`src/rtl/gpbcd_map.svh`:
```
// Purpose: offsets, field positions and reset values of the port block
// Assumes: APB byte address is four times the register index
// Notes: included by the port module and its bench
`ifndef GPBCD_MAP_SVH
`define GPBCD_MAP_SVH
`define GPBCD_IDX_DATA_B 6'h01
`define GPBCD_IDX_DATA_C 6'h02
`define GPBCD_IDX_DATA_D 6'h03
`define GPBCD_IDX_DIR_B 6'h04
`define GPBCD_IDX_DIR_C 6'h05
`define GPBCD_IDX_DIR_D 6'h06
`define GPBCD_IDX_HDRV_B 6'h0C
`define GPBCD_DIR_RST 8'h00
`define GPBCD_HDRV_RST 8'h00
`define GPBCD_HDRV_LO 2
`define GPBCD_HDRV_HI 5
`define GPBCD_PPI_PEND_BIT 7
`define GPBCD_PPI_SRC_LO 0
`define GPBCD_PPI_SRC_HI 1
`define GPBCD_PPI_SRC_PIN 2'h1
`define GPBCD_ADC_CH_B4 5'h04
`define GPBCD_ADC_CH_B5 5'h05
`define GPBCD_ELS_GPIO 2'h0
`endif

```
`src/rtl/gpbcd_pkg.sv`:
```
// Purpose: types shared by the port block and its bench
// Assumes: constants live in gpbcd_map.svh
// Notes: pin drive and timer channel carriers
package gpbcd_pkg;
   typedef struct packed {
      logic [7:0] out;
      logic [7:0] oe;
   } gpbcd_pin_drv_t;
   typedef struct packed {
      logic [1:0] els;
      logic out;
      logic oe;
   } gpbcd_tmr_ch_t;
endpackage

```
`src/rtl/gpbcd_ports.sv`:
```
// Purpose: ports B, C and D with data latches, direction and pin sharing
// Assumes: pins are asynchronous; pin drive is registered one cycle
// Notes: APB slave, zero wait, unmapped addresses answer with pslverr
`include "gpbcd_map.svh"

// Notes on behaviour
// - Direction bit one enables the pin's output buffer; zero makes it input.
// - Reset clears all direction bits of ports B, C and D.
// - Reset leaves the port data latches unchanged.
// - Port B data read returns the latch bit where direction is one.
// - Where direction is zero, a data read returns the sampled pin level.
// - Data writes with pstrb bit 0 set update the latch whatever the direction; input readback stays the pin.
// - Port C data has its own address and the same read rule.
// - ADC channel select of B4 or B5 overrides the port logic there.
// - Timer 1 edge/level select gives B2 and B3 to the timer.
// - Timer 2 edge/level select gives B4 and B5 to the timer.
// - B2 is the periodic interrupt clock input when clock source is 01 and timer 1 does not own B2.
// - LCD enable gives B6 and B7 to frontplanes 1 and 2.
// - Port C high and low groups go to frontplanes under their enables with LCD enable.
// - Port D enable with LCD enable gives all D pins to frontplanes.
// - High-current bits on B5..B2 act only while the pin is output.
// - Port D data has its own address and the same read rule.
module gpbcd_ports (
   // Clock and reset
   input wire logic sys_clk,
   input wire logic arst_n,
   // APB slave
   input wire logic psel,
   input wire logic penable,
   input wire logic pwrite,
   input wire logic [7:0] paddr,
   input wire logic [31:0] pwdata,
   input wire logic [3:0] pstrb,
   output logic [31:0] prdata,
   output logic pready,
   output logic pslverr,
   // Pins
   input wire logic [7:0] pinInB,
   input wire logic [7:0] pinInC,
   input wire logic [7:0] pinInD,
   output gpbcd_pkg::gpbcd_pin_drv_t pinDrvB,
   output gpbcd_pkg::gpbcd_pin_drv_t pinDrvC,
   output gpbcd_pkg::gpbcd_pin_drv_t pinDrvD,
   output logic [3:0] highDrive,
   // Sharing controls from other modules
   input wire logic [4:0] adcChannelSelect,
   input gpbcd_pkg::gpbcd_tmr_ch_t timerCh [3:0],
   input wire logic lcdEnable,
   input wire logic portCHighLcdEnable,
   input wire logic portCLowLcdEnable,
   input wire logic portDLcdEnable,
   input wire logic [23:0] lcdFrontplaneOutputs,
   input wire logic periodicIrqPendingLatch,
   // Sensed pin levels and clock source select for other modules
   output logic [3:0] timerCaptureIn,
   output logic periodicIrqExtClockPin,
   output logic [1:0] periodicIrqClockSource
);

   // Read mix: latch on outputs, pin level on inputs
   function automatic logic [7:0] readMix(input logic [7:0] dir, input logic [7:0] lat,
                                          input logic [7:0] pin);
      readMix = (dir & lat) | (~dir & pin);
   endfunction

   // Owner wins: alternate function drive, else latch and direction
   function automatic gpbcd_pkg::gpbcd_pin_drv_t pinMux(input logic [7:0] own,
      input logic [7:0] aOut, input logic [7:0] aOe,
      input logic [7:0] lat, input logic [7:0] dir);
      gpbcd_pkg::gpbcd_pin_drv_t r;
      r.out = (own & aOut) | (~own & lat);
      r.oe = (own & aOe) | (~own & dir);
      pinMux = r;
   endfunction

   logic [7:0] latchB_q, latchC_q, latchD_q;
   logic [7:0] dirB_q, dirC_q, dirD_q;
   logic [7:0] hdrv_q;
   logic [7:0] metaB_q, metaC_q, metaD_q;
   logic [7:0] syncB_q, syncC_q, syncD_q;
   gpbcd_pkg::gpbcd_pin_drv_t drvB_q, drvC_q, drvD_q;
   logic [3:0] highDrive_q;
   logic ppiClk_q;
   logic [31:0] prdata_q;
   logic pready_q, pslverr_q;

   // Bus decode
   wire logic setupPh = psel & ~penable;
   wire logic accessWr = psel & penable & pwrite & pready_q & pstrb[0];
   wire logic [5:0] regIdx = paddr[7:2];
   wire logic aligned = (paddr[1:0] == 2'h0);
   wire logic hitDataB = aligned & (regIdx == `GPBCD_IDX_DATA_B);
   wire logic hitDataC = aligned & (regIdx == `GPBCD_IDX_DATA_C);
   wire logic hitDataD = aligned & (regIdx == `GPBCD_IDX_DATA_D);
   wire logic hitDirB = aligned & (regIdx == `GPBCD_IDX_DIR_B);
   wire logic hitDirC = aligned & (regIdx == `GPBCD_IDX_DIR_C);
   wire logic hitDirD = aligned & (regIdx == `GPBCD_IDX_DIR_D);
   wire logic hitHdrv = aligned & (regIdx == `GPBCD_IDX_HDRV_B);
   wire logic hitAny = hitDataB | hitDataC | hitDataD | hitDirB | hitDirC | hitDirD | hitHdrv;

   wire logic [7:0] readB = readMix(dirB_q, latchB_q, syncB_q);
   wire logic [7:0] readC = readMix(dirC_q, latchC_q, syncC_q);
   wire logic [7:0] readD = readMix(dirD_q, latchD_q, syncD_q);

   // Pending flag is live state of the periodic interrupt module
   wire logic [7:0] hdrvRead = {periodicIrqPendingLatch, hdrv_q[6:0]};

   wire logic [7:0] rdSel =
      hitDataB ? readB :
      hitDataC ? readC :
      hitDataD ? readD :
      hitDirB ? dirB_q :
      hitDirC ? dirC_q :
      hitDirD ? dirD_q :
      hitHdrv ? hdrvRead : 8'h00;

   wire logic [1:0] ppiSrc = hdrv_q[`GPBCD_PPI_SRC_HI:`GPBCD_PPI_SRC_LO];

   // analog selection of B4 and B5
   wire logic adcB4 = (adcChannelSelect == `GPBCD_ADC_CH_B4);
   wire logic adcB5 = (adcChannelSelect == `GPBCD_ADC_CH_B5);

   logic [3:0] tmrOwn, tmrOut, tmrOe;
   always_comb begin
      for (int i = 0; i < 4; i++) begin
         tmrOwn[i] = (timerCh[i].els != `GPBCD_ELS_GPIO);
         tmrOut[i] = timerCh[i].out;
         tmrOe[i] = timerCh[i].oe;
      end
   end

   // external clock senses B2 with output held off
   wire logic ppiOwn = (ppiSrc == `GPBCD_PPI_SRC_PIN) & ~tmrOwn[0];

   wire logic lcdB = lcdEnable;
   wire logic lcdCHi = lcdEnable & portCHighLcdEnable;
   wire logic lcdCLo = lcdEnable & portCLowLcdEnable;
   wire logic lcdD = lcdEnable & portDLcdEnable;

   // owner masks and alternate drive per port
   wire logic [7:0] ownB = {lcdB, lcdB, adcB5 | tmrOwn[3], adcB4 | tmrOwn[2],
                            tmrOwn[1], tmrOwn[0] | ppiOwn, 2'b00};
   wire logic [7:0] altOutB = {lcdFrontplaneOutputs[1:0], tmrOut, 2'b00};
   wire logic [7:0] altOeB = {2'b11, tmrOe[3] & ~adcB5, tmrOe[2] & ~adcB4,
                              tmrOe[1], tmrOe[0] & ~ppiOwn, 2'b00};
   wire logic [7:0] ownC = {2'b00, lcdCHi, lcdCHi, {4{lcdCLo}}};
   wire logic [7:0] altOutC = {2'b00, lcdFrontplaneOutputs[23:18]};
   wire logic [7:0] altOeC = 8'h3F;
   wire logic [7:0] ownD = {8{lcdD}};
   wire logic [7:0] altOutD = lcdFrontplaneOutputs[17:10];

   // buffer enable from direction unless owned
   wire gpbcd_pkg::gpbcd_pin_drv_t drvB_d = pinMux(ownB, altOutB, altOeB, latchB_q, dirB_q);
   wire gpbcd_pkg::gpbcd_pin_drv_t drvC_d = pinMux(ownC, altOutC, altOeC, latchC_q, dirC_q);
   wire gpbcd_pkg::gpbcd_pin_drv_t drvD_d = pinMux(ownD, altOutD, 8'hFF, latchD_q, dirD_q);

   // high current only on a driven output
   wire logic [3:0] highDrive_d = hdrv_q[`GPBCD_HDRV_HI:`GPBCD_HDRV_LO]
                                  & drvB_d.oe[5:2] & ~ownB[5:2];

   // latches have no reset so they survive it
   // write updates latch whatever the direction
   always_ff @(posedge sys_clk) begin
      if (accessWr & hitDataB) begin
         latchB_q <= pwdata[7:0];
      end
      if (accessWr & hitDataC) begin
         latchC_q <= pwdata[7:0];
      end
      if (accessWr & hitDataD) begin
         latchD_q <= pwdata[7:0];
      end
   end

   always_ff @(posedge sys_clk or negedge arst_n) begin
      if (!arst_n) begin
         dirB_q <= `GPBCD_DIR_RST;
         dirC_q <= `GPBCD_DIR_RST;
         dirD_q <= `GPBCD_DIR_RST;
         hdrv_q <= `GPBCD_HDRV_RST;
      end else begin
         if (accessWr & hitDirB) begin
            dirB_q <= pwdata[7:0];
         end
         if (accessWr & hitDirC) begin
            dirC_q <= pwdata[7:0];
         end
         if (accessWr & hitDirD) begin
            dirD_q <= pwdata[7:0];
         end
         if (accessWr & hitHdrv) begin
            hdrv_q <= {1'b0, pwdata[6:0]};
         end
      end
   end

   always_ff @(posedge sys_clk or negedge arst_n) begin
      if (!arst_n) begin
         metaB_q <= 8'h00;
         metaC_q <= 8'h00;
         metaD_q <= 8'h00;
         syncB_q <= 8'h00;
         syncC_q <= 8'h00;
         syncD_q <= 8'h00;
      end else begin
         metaB_q <= pinInB;
         metaC_q <= pinInC;
         metaD_q <= pinInD;
         syncB_q <= metaB_q;
         syncC_q <= metaC_q;
         syncD_q <= metaD_q;
      end
   end

   // Registered pin drive keeps decode glitches off the pads
   always_ff @(posedge sys_clk or negedge arst_n) begin
      if (!arst_n) begin
         drvB_q <= '0;
         drvC_q <= '0;
         drvD_q <= '0;
         highDrive_q <= 4'h0;
         ppiClk_q <= 1'b0;
      end else begin
         drvB_q <= drvB_d;
         drvC_q <= drvC_d;
         drvD_q <= drvD_d;
         highDrive_q <= highDrive_d;
         // sensed clock forwarded only when selected
         ppiClk_q <= ppiOwn & syncB_q[2];
      end
   end

   // Answer prepared in setup so access completes without wait
   always_ff @(posedge sys_clk or negedge arst_n) begin
      if (!arst_n) begin
         prdata_q <= 32'h0000_0000;
         pready_q <= 1'b0;
         pslverr_q <= 1'b0;
      end else begin
         pready_q <= setupPh;
         pslverr_q <= setupPh & ~hitAny;
         if (setupPh & ~pwrite) begin
            prdata_q <= {24'h00_0000, rdSel};
         end
      end
   end

   assign prdata = prdata_q;
   assign pready = pready_q;
   assign pslverr = pslverr_q;
   assign pinDrvB = drvB_q;
   assign pinDrvC = drvC_q;
   assign pinDrvD = drvD_q;
   assign highDrive = highDrive_q;
   assign timerCaptureIn = syncB_q[5:2];
   assign periodicIrqExtClockPin = ppiClk_q;
   assign periodicIrqClockSource = ppiSrc;
endmodule // gpbcd_ports

```
`config.mk`:
```
export PLATFORM = sky130hd
export DESIGN_NAME = gpbcd_ports
export DESIGN_NICKNAME = d
export VERILOG_FILES = /design/src/rtl/gpbcd_pkg.sv /design/src/rtl/gpbcd_ports.sv
export VERILOG_INCLUDE_DIRS = /design/src /design/src/rtl
export SDC_FILE = /design/constraint.sdc
export NUM_CORES = 1
export LEC_CHECK = 0
export BUFFER_PORTS_ARGS = -buffer_cell sky130_fd_sc_hd__buf_2
export CAP_MARGIN = 40
export CORE_MARGIN = 3
export CORE_UTILIZATION = 50
export DETAILED_ROUTE_END_ITERATION = 12
export PLACE_DENSITY = 0.79
export SYNTH_ARGS = -nofsm -noshare
export SYNTH_HDL_FRONTEND = slang
export SYNTH_SLANG_ARGS = --single-unit
```
`constraint.sdc`:
```
create_clock -name sys_clk -period 2.5 [get_ports sys_clk]
set_input_delay 0.375 -clock sys_clk [delete_from_list [all_inputs] [get_ports sys_clk]]
set_output_delay 0.375 -clock sys_clk [all_outputs]
set_load 0.1 [all_outputs]
```
======== Word-level counts from Yosys, hierarchy flattened ========
Index checks and enable logic that the tools add are counted.
word-level totals
  flip-flop bits (word level) ............. 166
  bits of input ports ..................... 123
  output and inout bits ................... 93
cells by class
  equality and inequality tests ........... 10
  muxes and demuxes ....................... 7
  bitwise logic cells ..................... 79
  reductions and logical operators ........ 5
operators with widths
  cell                                                             number
  8-bit bitwise AND                                                15
  8-bit 2-to-1 mux                                                 7
  8-bit bitwise OR                                                 7
  8-bit inverter                                                   5
  1-bit bitwise AND                                                29
  6-bit by 3-bit == test with 1-bit output, second input constant  3
  6-bit by 8-bit bitwise OR with 8-bit output                      2
  6-bit by 2-bit == test with 1-bit output, second input constant  2
  5-bit by 3-bit == test with 1-bit output, second input constant  2
  1-bit bitwise OR                                                 9
  4-bit bitwise AND                                                2
  6-bit inverter with 8-bit output                                 1
  2-bit nonzero test                                               4
  1-bit inverter                                                   7
  6-bit bitwise AND                                                1
  6-bit by 1-bit == test with 1-bit output, second input constant  1
  6-bit by 4-bit == test with 1-bit output, second input constant  1
  4-bit inverter                                                   1
  2-bit by 1-bit == test with 1-bit output, second input constant  1
  2-bit zero test                                                  1

======== Longest topological paths before layout ========
Gate-level depths: netlist of the first run.
  word-level depth ........................ 10
  depth in mapped cells ................... 7

======== Worst setup path before layout of the first run ========
Ideal clock, no wire load.
  path type ............................... flip-flop to flip-flop
  start ................................... register pready_q, in the netlist pready
  end ..................................... register latchC_q[0] (enable)
  data arrival time ....................... 2.285 ns
  setup slack ............................. -0.180 ns
  cell stages (with the launch flop) ...... 3
  path buffers ............................ 0
  cell sequence ........................... dfrtp_1 nand3_1 nor4_1
between the ends
  word-level cells in the longest chain between the ends .. 3
RTL lines
  item                            RTL line            source
  start, declared                 gpbcd_ports.sv:85   logic pready_q, pslverr_q;
  start signal, assigned          gpbcd_ports.sv:240  pready_q <= setupPh;
  1-bit bitwise AND (2 in a row)  gpbcd_ports.sv:89   wire logic accessWr = psel & penable & pwrite & pready_q & pstrb[0];
  1-bit bitwise AND               gpbcd_ports.sv:167  if (accessWr & hitDataC) begin
  end signal, assigned            gpbcd_ports.sv:168  latchC_q <= pwdata[7:0];
  end, declared                   gpbcd_ports.sv:76   logic [7:0] latchB_q, latchC_q, latchD_q;
No other way between the ends.
A chain may end at the register's enable or synchronous reset.

======== Final worst setup path of the first run ========
  start ................................... input paddr[5]
  end ..................................... register prdata_q[7], in the netlist prdata[7]
between the ends
  word-level cells in the longest chain between the ends .. 9
  elaborated cells between the ends (all ways) .. 21
RTL lines
  item                                                       RTL line            source
  start, declared                                            gpbcd_ports.sv:31   input wire logic [7:0] paddr,
  6-bit by 4-bit == test with 1-bit output (no source line)  n/a
  1-bit bitwise AND                                          gpbcd_ports.sv:98   wire logic hitHdrv = aligned & (regIdx == `GPBCD_IDX_HDRV_B);
  8-bit 2-to-1 mux                                           gpbcd_ports.sv:115  hitHdrv ? hdrvRead : 8'h00;
  8-bit 2-to-1 mux                                           gpbcd_ports.sv:114  hitDirD ? dirD_q :
  8-bit 2-to-1 mux                                           gpbcd_ports.sv:113  hitDirC ? dirC_q :
  8-bit 2-to-1 mux                                           gpbcd_ports.sv:112  hitDirB ? dirB_q :
  8-bit 2-to-1 mux                                           gpbcd_ports.sv:111  hitDataD ? readD :
  8-bit 2-to-1 mux                                           gpbcd_ports.sv:110  hitDataC ? readC :
  8-bit 2-to-1 mux (*)                                       gpbcd_ports.sv:109  hitDataB ? readB :
  end signal, assigned                                       gpbcd_ports.sv:243  prdata_q <= {24'h00_0000, rdSel};
  end, declared                                              gpbcd_ports.sv:84   logic [31:0] prdata_q;
Every way passes the cells marked *; elsewhere a longest branch is shown, timed or not.

==> flow_metrics.py, run 1 <==
metrics = {
    "power": {
        "power_density_nw_per_um2": 774,
        "peakVddDrop_mv": 0.440,
        "p_leak_nw": 3.85,
    },
    "clock_tree": {
        "clkTransAtPathRegs_ps": 60,
        "cts_tree": "built",
        "cts_sinks": 166,
        "clk_latency_ps": 430,
        "cts.path.max_buffers": 2,
        "numCtsBuffers": 17,
        "htreeDepth": 4,
        "cts_root_buffer": "clkbuf_16",
        "post_cts_resized": 0,
    },
    "route": {
        "via_count": 4254,
        "drtAntennaViolNets": 0,
        "wl_per_cell_um": 18.3,
        "viasPerCell": 5.16,
        "drt_iter0_drc": 227,
        "routed_wl_um": 15100,
        "first_pass_iters": 5,
        "drc": 0,
    },
    "worst_setup_path": {
        "crit_start": "paddr[5]",
        "worst-r2r-setup-slack_ps": 790,
        "start_kind": "input port",
        "crit_type": "input port to flop",
        "crit_slowest_cell": "nor3_1",
        "worstPathMaxFanout": 19,
        "crit_path_end": "prdata[7]",
        "worstPathCellList": "buf_2 -> buf_4 -> nor4_1 -> buf_4 -> and2_1 -> nor3_1 -> o21ai_0 -> o21ai_0",
        "r2r_end": "hdrv_q[5]",
        "r2r_cells": 4,
        "crit_family": "simple AND/OR/NAND/NOR gates",
        "cp.depth": 8,
        "crit_path_max_incr_delay_ps": 740,
        "cp.required_ps": 2820,
        "crit_arrival_ps": 2340,
        "timing.critical_path.buf_inv": 3,
        "worstSetupEndpointType": "flop",
        "r2r_start": "pready",
    },
    "place": {
        "numPortBuffers": 156,
        "gp_congestion": 0.839,
        "pre_cts_slack_ps": 116,
        "place_hpwl_um": 11100,
    },
    "floorplan": {
        "die_h_um": 120,
        "io_pins": 216,
        "die-area_um2": 14500,
        "start_util": 0.514,
        "core_area_um2": 12700,
        "core.rowCount": 41,
        "die_width_um": 120,
    },
    "layout": {
        "layout_common_cells": "buf_2, dfrtp_1, mux2_2",
        "insertedDiodeCount": 0,
        "area_delta_synth_final_pct": 24.1,
        "layout_commonest_cell": "buf_2",
        "layout-drive-gt1-share": 0.436,
        "final_net_count": 763,
    },
    "yosys": {
        "synth_ff_type": "dfrtp_1",
        "syn_inst": 467,
        "synth_async_sr_flop_share": 0.855,
        "synth_top_family_by_area": "multiplexers",
        "avgSynthCellArea_um2": 14.0,
        "synth_enable_flop_cells": 24,
        "synth_seq_area_share": 0.653,
        "synth-xor-area-share": 0,
        "yosys.cell_types.count": 40,
        "yosysWarnings": 0,
        "synth-seq-cells": 166,
        "synthAdderAreaFrac": 0,
        "synthMuxAreaShare": 0.135,
        "syn_area_um2": 6540,
        "synth-simple-area-share": 0.0993,
        "synth-compound-area-share": 0.0624,
    },
    "timing": {
        "post-route-period-util": 0.806,
        "rsz0062_at_grt": "no",
        "final.setup_skew_ps": 7.17,
        "setup_tns_ps": 0,
        "slew_viol_final": 0,
        "setup_violations": 0,
        "fmax_mhz": 496,
        "relSlewSlack": 0.386,
        "worst_pin_slew_ps": 914,
        "hold_violations": 0,
        "period_needed_ps": 2020,
        "holdWs_ps": 52.5,
        "setup_slack_ps": 484,
    },
    "min_path": {
        "holdCritStartpoint": "pinInD[5]",
        "hp-class": "input port to flop",
    },
    "global_route": {
        "overflow": 0,
        "grtUsageTotal": 0.218,
        "grt_pass1_vias": 4459,
        "grt_max_degree": 55,
        "grt_pass1_wl_um": 23600,
        "antenna_found_initial": 0,
    },
    "job": {
        "drv_cap": 0,
    },
    "status": {
        "status": "completed",
    },
}
==> layout make-up <==
cell class | instances | area [um2]
fillers | 1012 | 4610
flip-flops and latches | 166 | 4270
multi-input cells | 273 | 2040
repair buffers | 177 | 960
clock buffers | 22 | 464
well taps | 172 | 215
clock inverters | 10 | 146
inverters | 5 | 18.8
==> cells by family after synthesis <==
group                  Yosys count
AOI/OAI and AO/OA               66
muxes                           76
other                            1
and+or+nand+nor                107
buffers and inverters           51
DFF                            166
==> sequential cells by signal (all words and copies together), names as in the netlist <==
register / cells
dirB_q: 8
latchB_q: 8
pinDrvB: 16
latchD_q: 8
highDrive: 4
pready: 1
dirD_q: 8
periodicIrqExtClockPin: 1
metaB_q: 8
latchC_q: 8
pslverr: 1
metaD_q: 8
pinDrvD: 16
prdata: 8
pinDrvC: 16
metaC_q: 8
syncB_q: 8
syncC_q: 8
hdrv_q: 7
syncD_q: 8
dirC_q: 8
==> timing repair <==
action                                 4_1_cts  5_1_grt
setup buffers                                0        0
endpoints found under the hold margin       40        0
hold buffers                                 1        0
==> power breakdown <==
| part | internal, mW | total [mW] | leakage, nW | switching (mW) |
|---|---|---|---|---|
| logic | 0.148 | 0.777 | 1.56 | 0.630 |
| registers | 2.82 | 2.84 | 2.00 | 0.0210 |
| clock network | 1.63 | 2.67 | 0.295 | 1.03 |
| total | 4.60 | 6.28 | 3.85 | 1.68 |
==> cells in the mapped netlist, types with 11 or more instances <==
cell type	number	area (um2)
clkbuf_1	12	45.0
dfrtp_1	142	3550
nor2b_1	18	113
nand3b_1	15	113
nor2_1	12	45.0
o21ai_0	23	115
buf_4	30	225
nand2b_1	17	106
nand2_1	11	41.3
edfxtp_1	24	721
nor3_1	11	55.1
a21oi_1	12	60.1
mux2_2	67	754
==> worst min path at each step <==
stage | endpoint | slack, ps | cells after the start
final | metaD_q[5] | 50 | 1
after global routing | metaD_q[5] | 30 | 1
after detailed placement | pinDrvC[2] | 310 | 1
after CTS | metaD_q[5] | 30 | 1
after floorplan | dirB_q[0] | 80 | 0
after global placement | pinDrvC[2] | 310 | 1
==> metal layers <==
metal,share of wire,wire length (um),GRT usage,up-vias
met4,0.023,346,0.0907,0
met2,0.52,7800,0.370,177
li1,-,-,-,1963
met5,0,0,0,-
met3,0.070,1070,0.0613,23
met1,0.39,5920,0.263,2091
==> through the flow <==
stage	cells	util	power, mW	cell area [um2]
after global placement	792	0.589	3.66	7500
after detailed placement	792	0.589	3.67	7500
after global routing	825	0.638	6.50	8120
after CTS	825	0.638	6.33	8120
final	825	0.638	6.28	8120
after floorplan	490	-	3.48	6630
(Power assumes the default switching activity.)
==> inputs of run 2 (changes only) <==
--- a/config.mk
+++ b/config.mk
@@ -6,12 +6,13 @@
 export SDC_FILE = /design/constraint.sdc
 export NUM_CORES = 1
 export LEC_CHECK = 0
+export ABC_AREA = 1
 export BUFFER_PORTS_ARGS = -buffer_cell sky130_fd_sc_hd__buf_2
 export CAP_MARGIN = 40
 export CORE_MARGIN = 3
-export CORE_UTILIZATION = 50
+export CORE_UTILIZATION = 45
 export DETAILED_ROUTE_END_ITERATION = 12
-export PLACE_DENSITY = 0.79
+export PLACE_DENSITY = 0.75
 export SYNTH_ARGS = -nofsm -noshare
 export SYNTH_HDL_FRONTEND = slang
 export SYNTH_SLANG_ARGS = --single-unit
==> constraint.sdc (replaced) <==
create_clock -name sys_clk -period 1.65 [get_ports sys_clk]
set_input_delay 0.2475 -clock sys_clk [delete_from_list [all_inputs] [get_ports sys_clk]]
set_output_delay 0.2475 -clock sys_clk [all_outputs]
set_load 0.1 [all_outputs]
==> run 2 against run 1 <==
Compared with the run above:
- count of clock-buffer cells in the layout shrank 1
- hold slack lost 17 ps
- clock skew grew 6.5 ps
- final area grew 4.0%
- first-iteration DRC count grew 30%
- core utilization shrank 3.5 points
- sequential power grew 51%
- wire length grew 3.5%
- synthesized area shrank 0.92%
- register-to-register slack lost 610 ps
- global-route usage shrank 1.2 points
==> flow_metrics.py, run 2 <==
metrics = {
    "status": {
        "status": "completed",
    },
    "worst_setup_path": {
        "crit_type": "flop to output pin",
        "crit_arrival_ps": 1290,
        "worstPathCellList": "buf_2",
        "crit_path_max_incr_delay_ps": 470,
        "crit_start": "hdrv_q[1]",
        "worstPathMaxFanout": 4,
        "crit_path_end": "periodicIrqClockSource[1]",
        "crit_family": "buffers and inverters",
        "cp.depth": 1,
        "r2r_cells": 5,
        "worstSetupEndpointType": "output pin",
        "r2r_start": "pready",
        "cp.required_ps": 1400,
        "r2r_end": "latchC_q[2]",
        "crit_slowest_cell": "buf_2",
        "timing.critical_path.buf_inv": 1,
        "start_kind": "flop",
        "worst-r2r-setup-slack_ps": 180,
    },
    "timing": {
        "rsz0062_at_grt": "no",
        "relSlewSlack": 0.654,
        "final.setup_skew_ps": 13.7,
        "fmax_mhz": 649,
        "hold_violations": 0,
        "period_needed_ps": 1540,
        "post-route-period-util": 0.934,
        "worst_pin_slew_ps": 522,
        "setup_tns_ps": 0,
        "slew_viol_final": 0,
        "setup_violations": 0,
    },
    "yosys": {
        "netlist.area_leader.share": 0.548,
        "synth_seq_area_share": 0.659,
        "syn_inst": 607,
        "synth_enable_flop_cells": 24,
        "synth.largest_area_cell": "dfrtp_1",
        "avgSynthCellArea_um2": 10.7,
        "yosysWarnings": 0,
        "synth_async_sr_flop_share": 0.855,
        "synth_ff_type": "dfrtp_1",
        "synth-seq-cells": 166,
        "yosys.cell_types.count": 28,
        "synth_area_leaders": "dfrtp_1, edfxtp_1, nand2_1",
        "yosysMostFrequentCell": "nand2_1",
        "syn_area_um2": 6480,
        "yosys-top-cells-count": "nand2_1, dfrtp_1, inv_1",
    },
    "floorplan": {
        "die_width_um": 126,
        "core.rowCount": 43,
        "die-area_um2": 15900,
        "core_area_um2": 14000,
        "io_pins": 216,
        "start_util": 0.463,
        "die_h_um": 126,
    },
    "layout": {
        "fill_cells": 1116,
        "insertedDiodeCount": 0,
        "layout-drive-gt1-share": 0.328,
        "layout_common_cells": "nand2_1, buf_2, dfrtp_1",
        "final_net_count": 943,
        "area_delta_synth_final_pct": 30.2,
        "finish.utilization": 0.603,
        "fin_cells": 1013,
        "layout_commonest_cell": "nand2_1",
        "final_cell_area_um2": 8440,
    },
    "clock_tree": {
        "cts_root_buffer": "clkbuf_16",
        "cts.path.max_buffers": 2,
        "post_cts_resized": 0,
        "numCtsBuffers": 17,
        "cts_tree": "built",
        "clkTransAtPathRegs_ps": 70,
        "clk_latency_ps": 430,
        "htreeDepth": 4,
        "hold_buffers": 25,
        "cts_sinks": 166,
        "cts_setup_buffers": 0,
    },
    "global_route": {
        "grtUsageTotal": 0.206,
        "antenna_found_initial": 1,
        "overflow": 0,
        "grtUsageMet2": 0.346,
        "grt_pass1_vias": 4928,
        "top_usage_layer": "met2",
        "met3_usage": 0.0640,
        "grt_max_degree": 63,
        "grt_pass1_wl_um": 25100,
        "use_met1": 0.258,
    },
    "place": {
        "gp_congestion": 0.922,
        "placed_area_um2": 7590,
        "numPortBuffers": 156,
        "dp_cells": 956,
        "place_hpwl_um": 11600,
    },
    "min_path": {
        "worstHoldPathCells": 3,
        "hp-class": "input port to flop",
    },
    "power": {
        "fin_total_pwr_mw": 9.41,
        "peakVddDrop_mv": 0.688,
        "power_density_nw_per_um2": 1120,
        "p_leak_nw": 4.24,
    },
    "route": {
        "wl_per_cell_um": 15.5,
        "routed_wl_um": 15700,
        "first_pass_iters": 5,
        "viasPerCell": 4.72,
        "drc": 0,
        "via_count": 4778,
        "drt_iter0_drc": 296,
        "drtAntennaViolNets": 0,
    },
    "job": {
        "drv_cap": 0,
    },
}
run 2: per-stage QoR:
stage	hold slack [ps]	worst slack [ps]
after floorplan	-48.1	-31.7
after global placement	117	36.9
after detailed placement	117	60.9
after CTS	15.3	91.7
after global routing	28.7	54.5
final	35.1	110
run 2: final cells by class:
cell class / instances / area [um2] / area share
inverter: 57 / 216 / 0.0257
sequential: 166 / 4280 / 0.507
timing repair buffer: 212 / 1320 / 0.156
clock buffer: 21 / 470 / 0.0558
clock inverter: 11 / 126 / 0.0150
multi-input combinational: 366 / 1800 / 0.214
tap: 180 / 225 / 0.0267
run 2: metal layers:
| metal | up-vias | wire [um] |
|---|---|---|
| li1 | 2324 | - |
| met1 | 2249 | 6390 |
| met2 | 180 | 7820 |
| met3 | 23 | 1170 |
| met4 | 2 | 280 |
| met5 | - | 19 |
run 2: worst min-delay path by stage:
stage,from,endpoint
finish,lcdFrontplaneOutputs[1],pinDrvB[15]
global placement,arst_n,metaB_q[7]
CTS,timerCh[9],pinDrvB[12]
detailed placement,arst_n,metaB_q[7]
global route,timerCh[9],pinDrvB[12]
floorplan,arst_n,dirB_q[0]
run 2: report_power, final:
group          internal, mW  switching, mW  leakage [nW]
Sequential             4.27         0.0335          2.00
Combinational         0.235          0.968          1.96
Clock                  2.35           1.56         0.283
run 2: cells by family (layout without fill, tap and decap cells):
| kind of cell | Yosys count | count (layout) | share of synthesized area |
|---|---|---|---|
| AOI/OAI and AO/OA | 55 | 55 | 0.0515 |
| buffers and inverters | 98 | 301 | 0.0784 |
| DFF | 166 | 166 | 0.659 |
| muxes | 16 | 16 | 0.0278 |
| other | 1 | 24 | 0.000579 |
| and+or+nand+nor | 271 | 271 | 0.182 |
run 2: worst min-delay path, delay by kind of cell:
family / cells / cell delay, ps
and+or+nand+nor: 1 / 40
buffers and inverters: 1 / 70
AOI/OAI and AO/OA: 1 / 50
==> inputs of run 3 (changes only) <==
--- a/config.mk
+++ b/config.mk
@@ -9,10 +9,13 @@
 export ABC_AREA = 1
 export BUFFER_PORTS_ARGS = -buffer_cell sky130_fd_sc_hd__buf_2
 export CAP_MARGIN = 40
+export CELL_PAD_IN_SITES_DETAIL_PLACEMENT = 1
+export CELL_PAD_IN_SITES_GLOBAL_PLACEMENT = 1
 export CORE_MARGIN = 3
-export CORE_UTILIZATION = 45
+export CORE_UTILIZATION = 34
+export CTS_CLUSTER_SIZE = 14
 export DETAILED_ROUTE_END_ITERATION = 12
-export PLACE_DENSITY = 0.75
+export PLACE_DENSITY_LB_ADDON = 0.1
 export SYNTH_ARGS = -nofsm -noshare
 export SYNTH_HDL_FRONTEND = slang
 export SYNTH_SLANG_ARGS = --single-unit
==> constraint.sdc (replaced) <==
create_clock -name sys_clk -period 1.4 [get_ports sys_clk]
set_input_delay 0.21 -clock sys_clk [delete_from_list [all_inputs] [get_ports sys_clk]]
set_output_delay 0.21 -clock sys_clk [all_outputs]
set_load 0.1 [all_outputs]
==> run 3 against run 2 <==
Compared with the run above:
- the flow now finishes with violations (negative setup slack)
- register-to-register slack worse by 210 ps
- worst setup slack worse by 140 ps
- clock skew down 2.5 ps
- via count up 5.4%
- wire length up 25%
- count of clock-buffer cells in the layout down 2
- final area up 7.7%
- die area up 31%
- cell count up 7.9%
- global-route usage down 1.2 points
- first-iteration DRC count down 34%
- critical path type is now flop to flop
- critical endpoint is now hdrv_q[6]
- highest routed layer is now met4
==> flow_metrics.py, run 3 (same netlist as run 2, synthesis figures left out) <==
metrics = {
    "layout": {
        "area_delta_synth_final_pct": 40.2,
        "layout_common_cells": "nand2_1, dfrtp_1, buf_2",
        "layout_commonest_cell": "nand2_1",
        "final_cell_area_um2": 9090,
        "fin_cells": 1093,
        "layout-drive-gt1-share": 0.353,
        "insertedDiodeCount": 0,
        "final_net_count": 974,
    },
    "route": {
        "viasPerCell": 4.61,
        "routed_wl_um": 19700,
        "drtAntennaViolNets": 0,
        "drc": 0,
        "first_pass_iters": 4,
        "via_count": 5037,
        "drt_iter0_drc": 194,
        "wl_per_cell_um": 18.0,
    },
    "floorplan": {
        "start_util": 0.354,
        "core.rowCount": 49,
        "die_width_um": 144,
        "die-area_um2": 20800,
        "core_area_um2": 18300,
        "io_pins": 216,
        "die_h_um": 144,
    },
    "worst_setup_path": {
        "start_kind": "flop",
        "crit_family": "simple AND/OR/NAND/NOR gates",
        "worstPathCellList": "and3_1 -> and3_4 -> inv_6 -> or2_4 -> nand2_2 -> o21ai_2",
        "timing.critical_path.buf_inv": 1,
        "crit_arrival_ps": 1740,
        "crit_slowest_cell": "dfrtp_4",
        "cp.required_ps": 1710,
        "worstSetupEndpointType": "flop",
        "worstPathMaxFanout": 7,
        "crit_type": "flop to flop",
        "crit_path_max_incr_delay_ps": 400,
    },
    "global_route": {
        "grt_max_degree": 46,
        "grtUsageTotal": 0.194,
        "antenna_found_initial": 0,
        "grt_pass1_vias": 5519,
        "overflow": 0,
        "grt_pass1_wl_um": 30100,
    },
    "timing": {
        "final.setup_skew_ps": 11.2,
        "hold_violations": 0,
        "post-route-period-util": 1.02,
        "period_needed_ps": 1430,
        "setup_slack_ps": -31.5,
        "setup_violations": 21,
        "rsz0062_at_grt": "yes",
        "slew_viol_final": 0,
        "fmax_mhz": 699,
        "holdWs_ps": 19.3,
    },
    "place": {
        "placed_area_um2": 7920,
        "place_hpwl_um": 14200,
        "numPortBuffers": 156,
        "dp_cells": 1025,
        "gp_congestion": 0.829,
        "pre_cts_slack_ps": -182,
    },
    "clock_tree": {
        "clk_latency_ps": 430,
        "cts.path.max_buffers": 2,
        "cts_root_buffer": "clkbuf_16",
        "cts_sinks": 166,
        "cts_tree": "built",
        "numCtsBuffers": 17,
        "clkTransAtPathRegs_ps": 60,
        "htreeDepth": 4,
    },
    "power": {
        "power_density_nw_per_um2": 1250,
        "p_leak_nw": 4.44,
        "peakVddDrop_mv": 0.820,
    },
    "min_path": {
        "hp-class": "input port to flop",
    },
    "status": {
        "violations": "negative setup slack",
        "status": "finished with violations",
    },
    "job": {
        "drv_cap": 0,
    },
}
run 3: cell types whose count changed in the layout (fill, tap and decap cells not counted), moves of 8 or more:
cell	previous run	this run
clkbuf_4	0	20
buf_12	4	13
buf_2	155	91
buf_4	27	79
dlygate4sd3_1	25	33
run 3: per-stage QoR:
| stage | power [mW] | utilization | TNS, ps |
|---|---|---|---|
| detailed placement | 6.63 | 0.432 | -6290 |
| finish | 11.3 | 0.496 | -287 |
| CTS | 11.5 | 0.491 | -867 |
| floorplan | 6.19 | - | -9470 |
| global placement | 6.61 | 0.432 | -5690 |
| global route | 11.8 | 0.496 | -2170 |
run 3: area by class of cell:
class                      count  area [um2]
tap                          229         287
inverter                      57         219
sequential                   166        4280
fill                        2023        9240
timing repair buffer         241        1850
clock buffer                  19         443
clock inverter                13         146
multi-input combinational    368        1870
run 3: power by group:
part | internal (mW) | leakage [nW] | switching (mW)
Clock | 2.70 | 0.290 | 1.99
Combinational | 0.375 | 2.14 | 1.18
Sequential | 5.03 | 2.00 | 0.0438
run 3: per-layer routing:
| metal | GRT usage | share of wire | vias up |
|---|---|---|---|
| met5 | 0 | 0 | - |
| met4 | 0.0689 | 0.020 | 0 |
| met3 | 0.0360 | 0.048 | 22 |
| met2 | 0.341 | 0.51 | 156 |
| met1 | 0.238 | 0.42 | 2467 |
| li1 | - | - | 2392 |
run 3: repair_timing:
item                                   4_1_cts  5_1_grt
pin swaps                                    2        6
gates resized for setup                     54       28
hold buffers                                33        0
gates cloned                                 1        1
buffers inserted                             1        0
setup endpoints to repair                   82       76
endpoints found under the hold margin       72        0
run 3: path summary, 6_finish.rpt:
path	from	to	slack, ps	cells past startpoint
max	pready	hdrv_q[6]	-30	6
max reg2reg	pready	hdrv_q[6]	-30	6
min in group asynchronous	arst_n	syncD_q[5]	300	2
min reg2reg	metaB_q[4]	syncB_q[4]	350	0
min	lcdFrontplaneOutputs[19]	pinDrvC[9]	20	2
max in group asynchronous	arst_n	dirB_q[1]	570	3
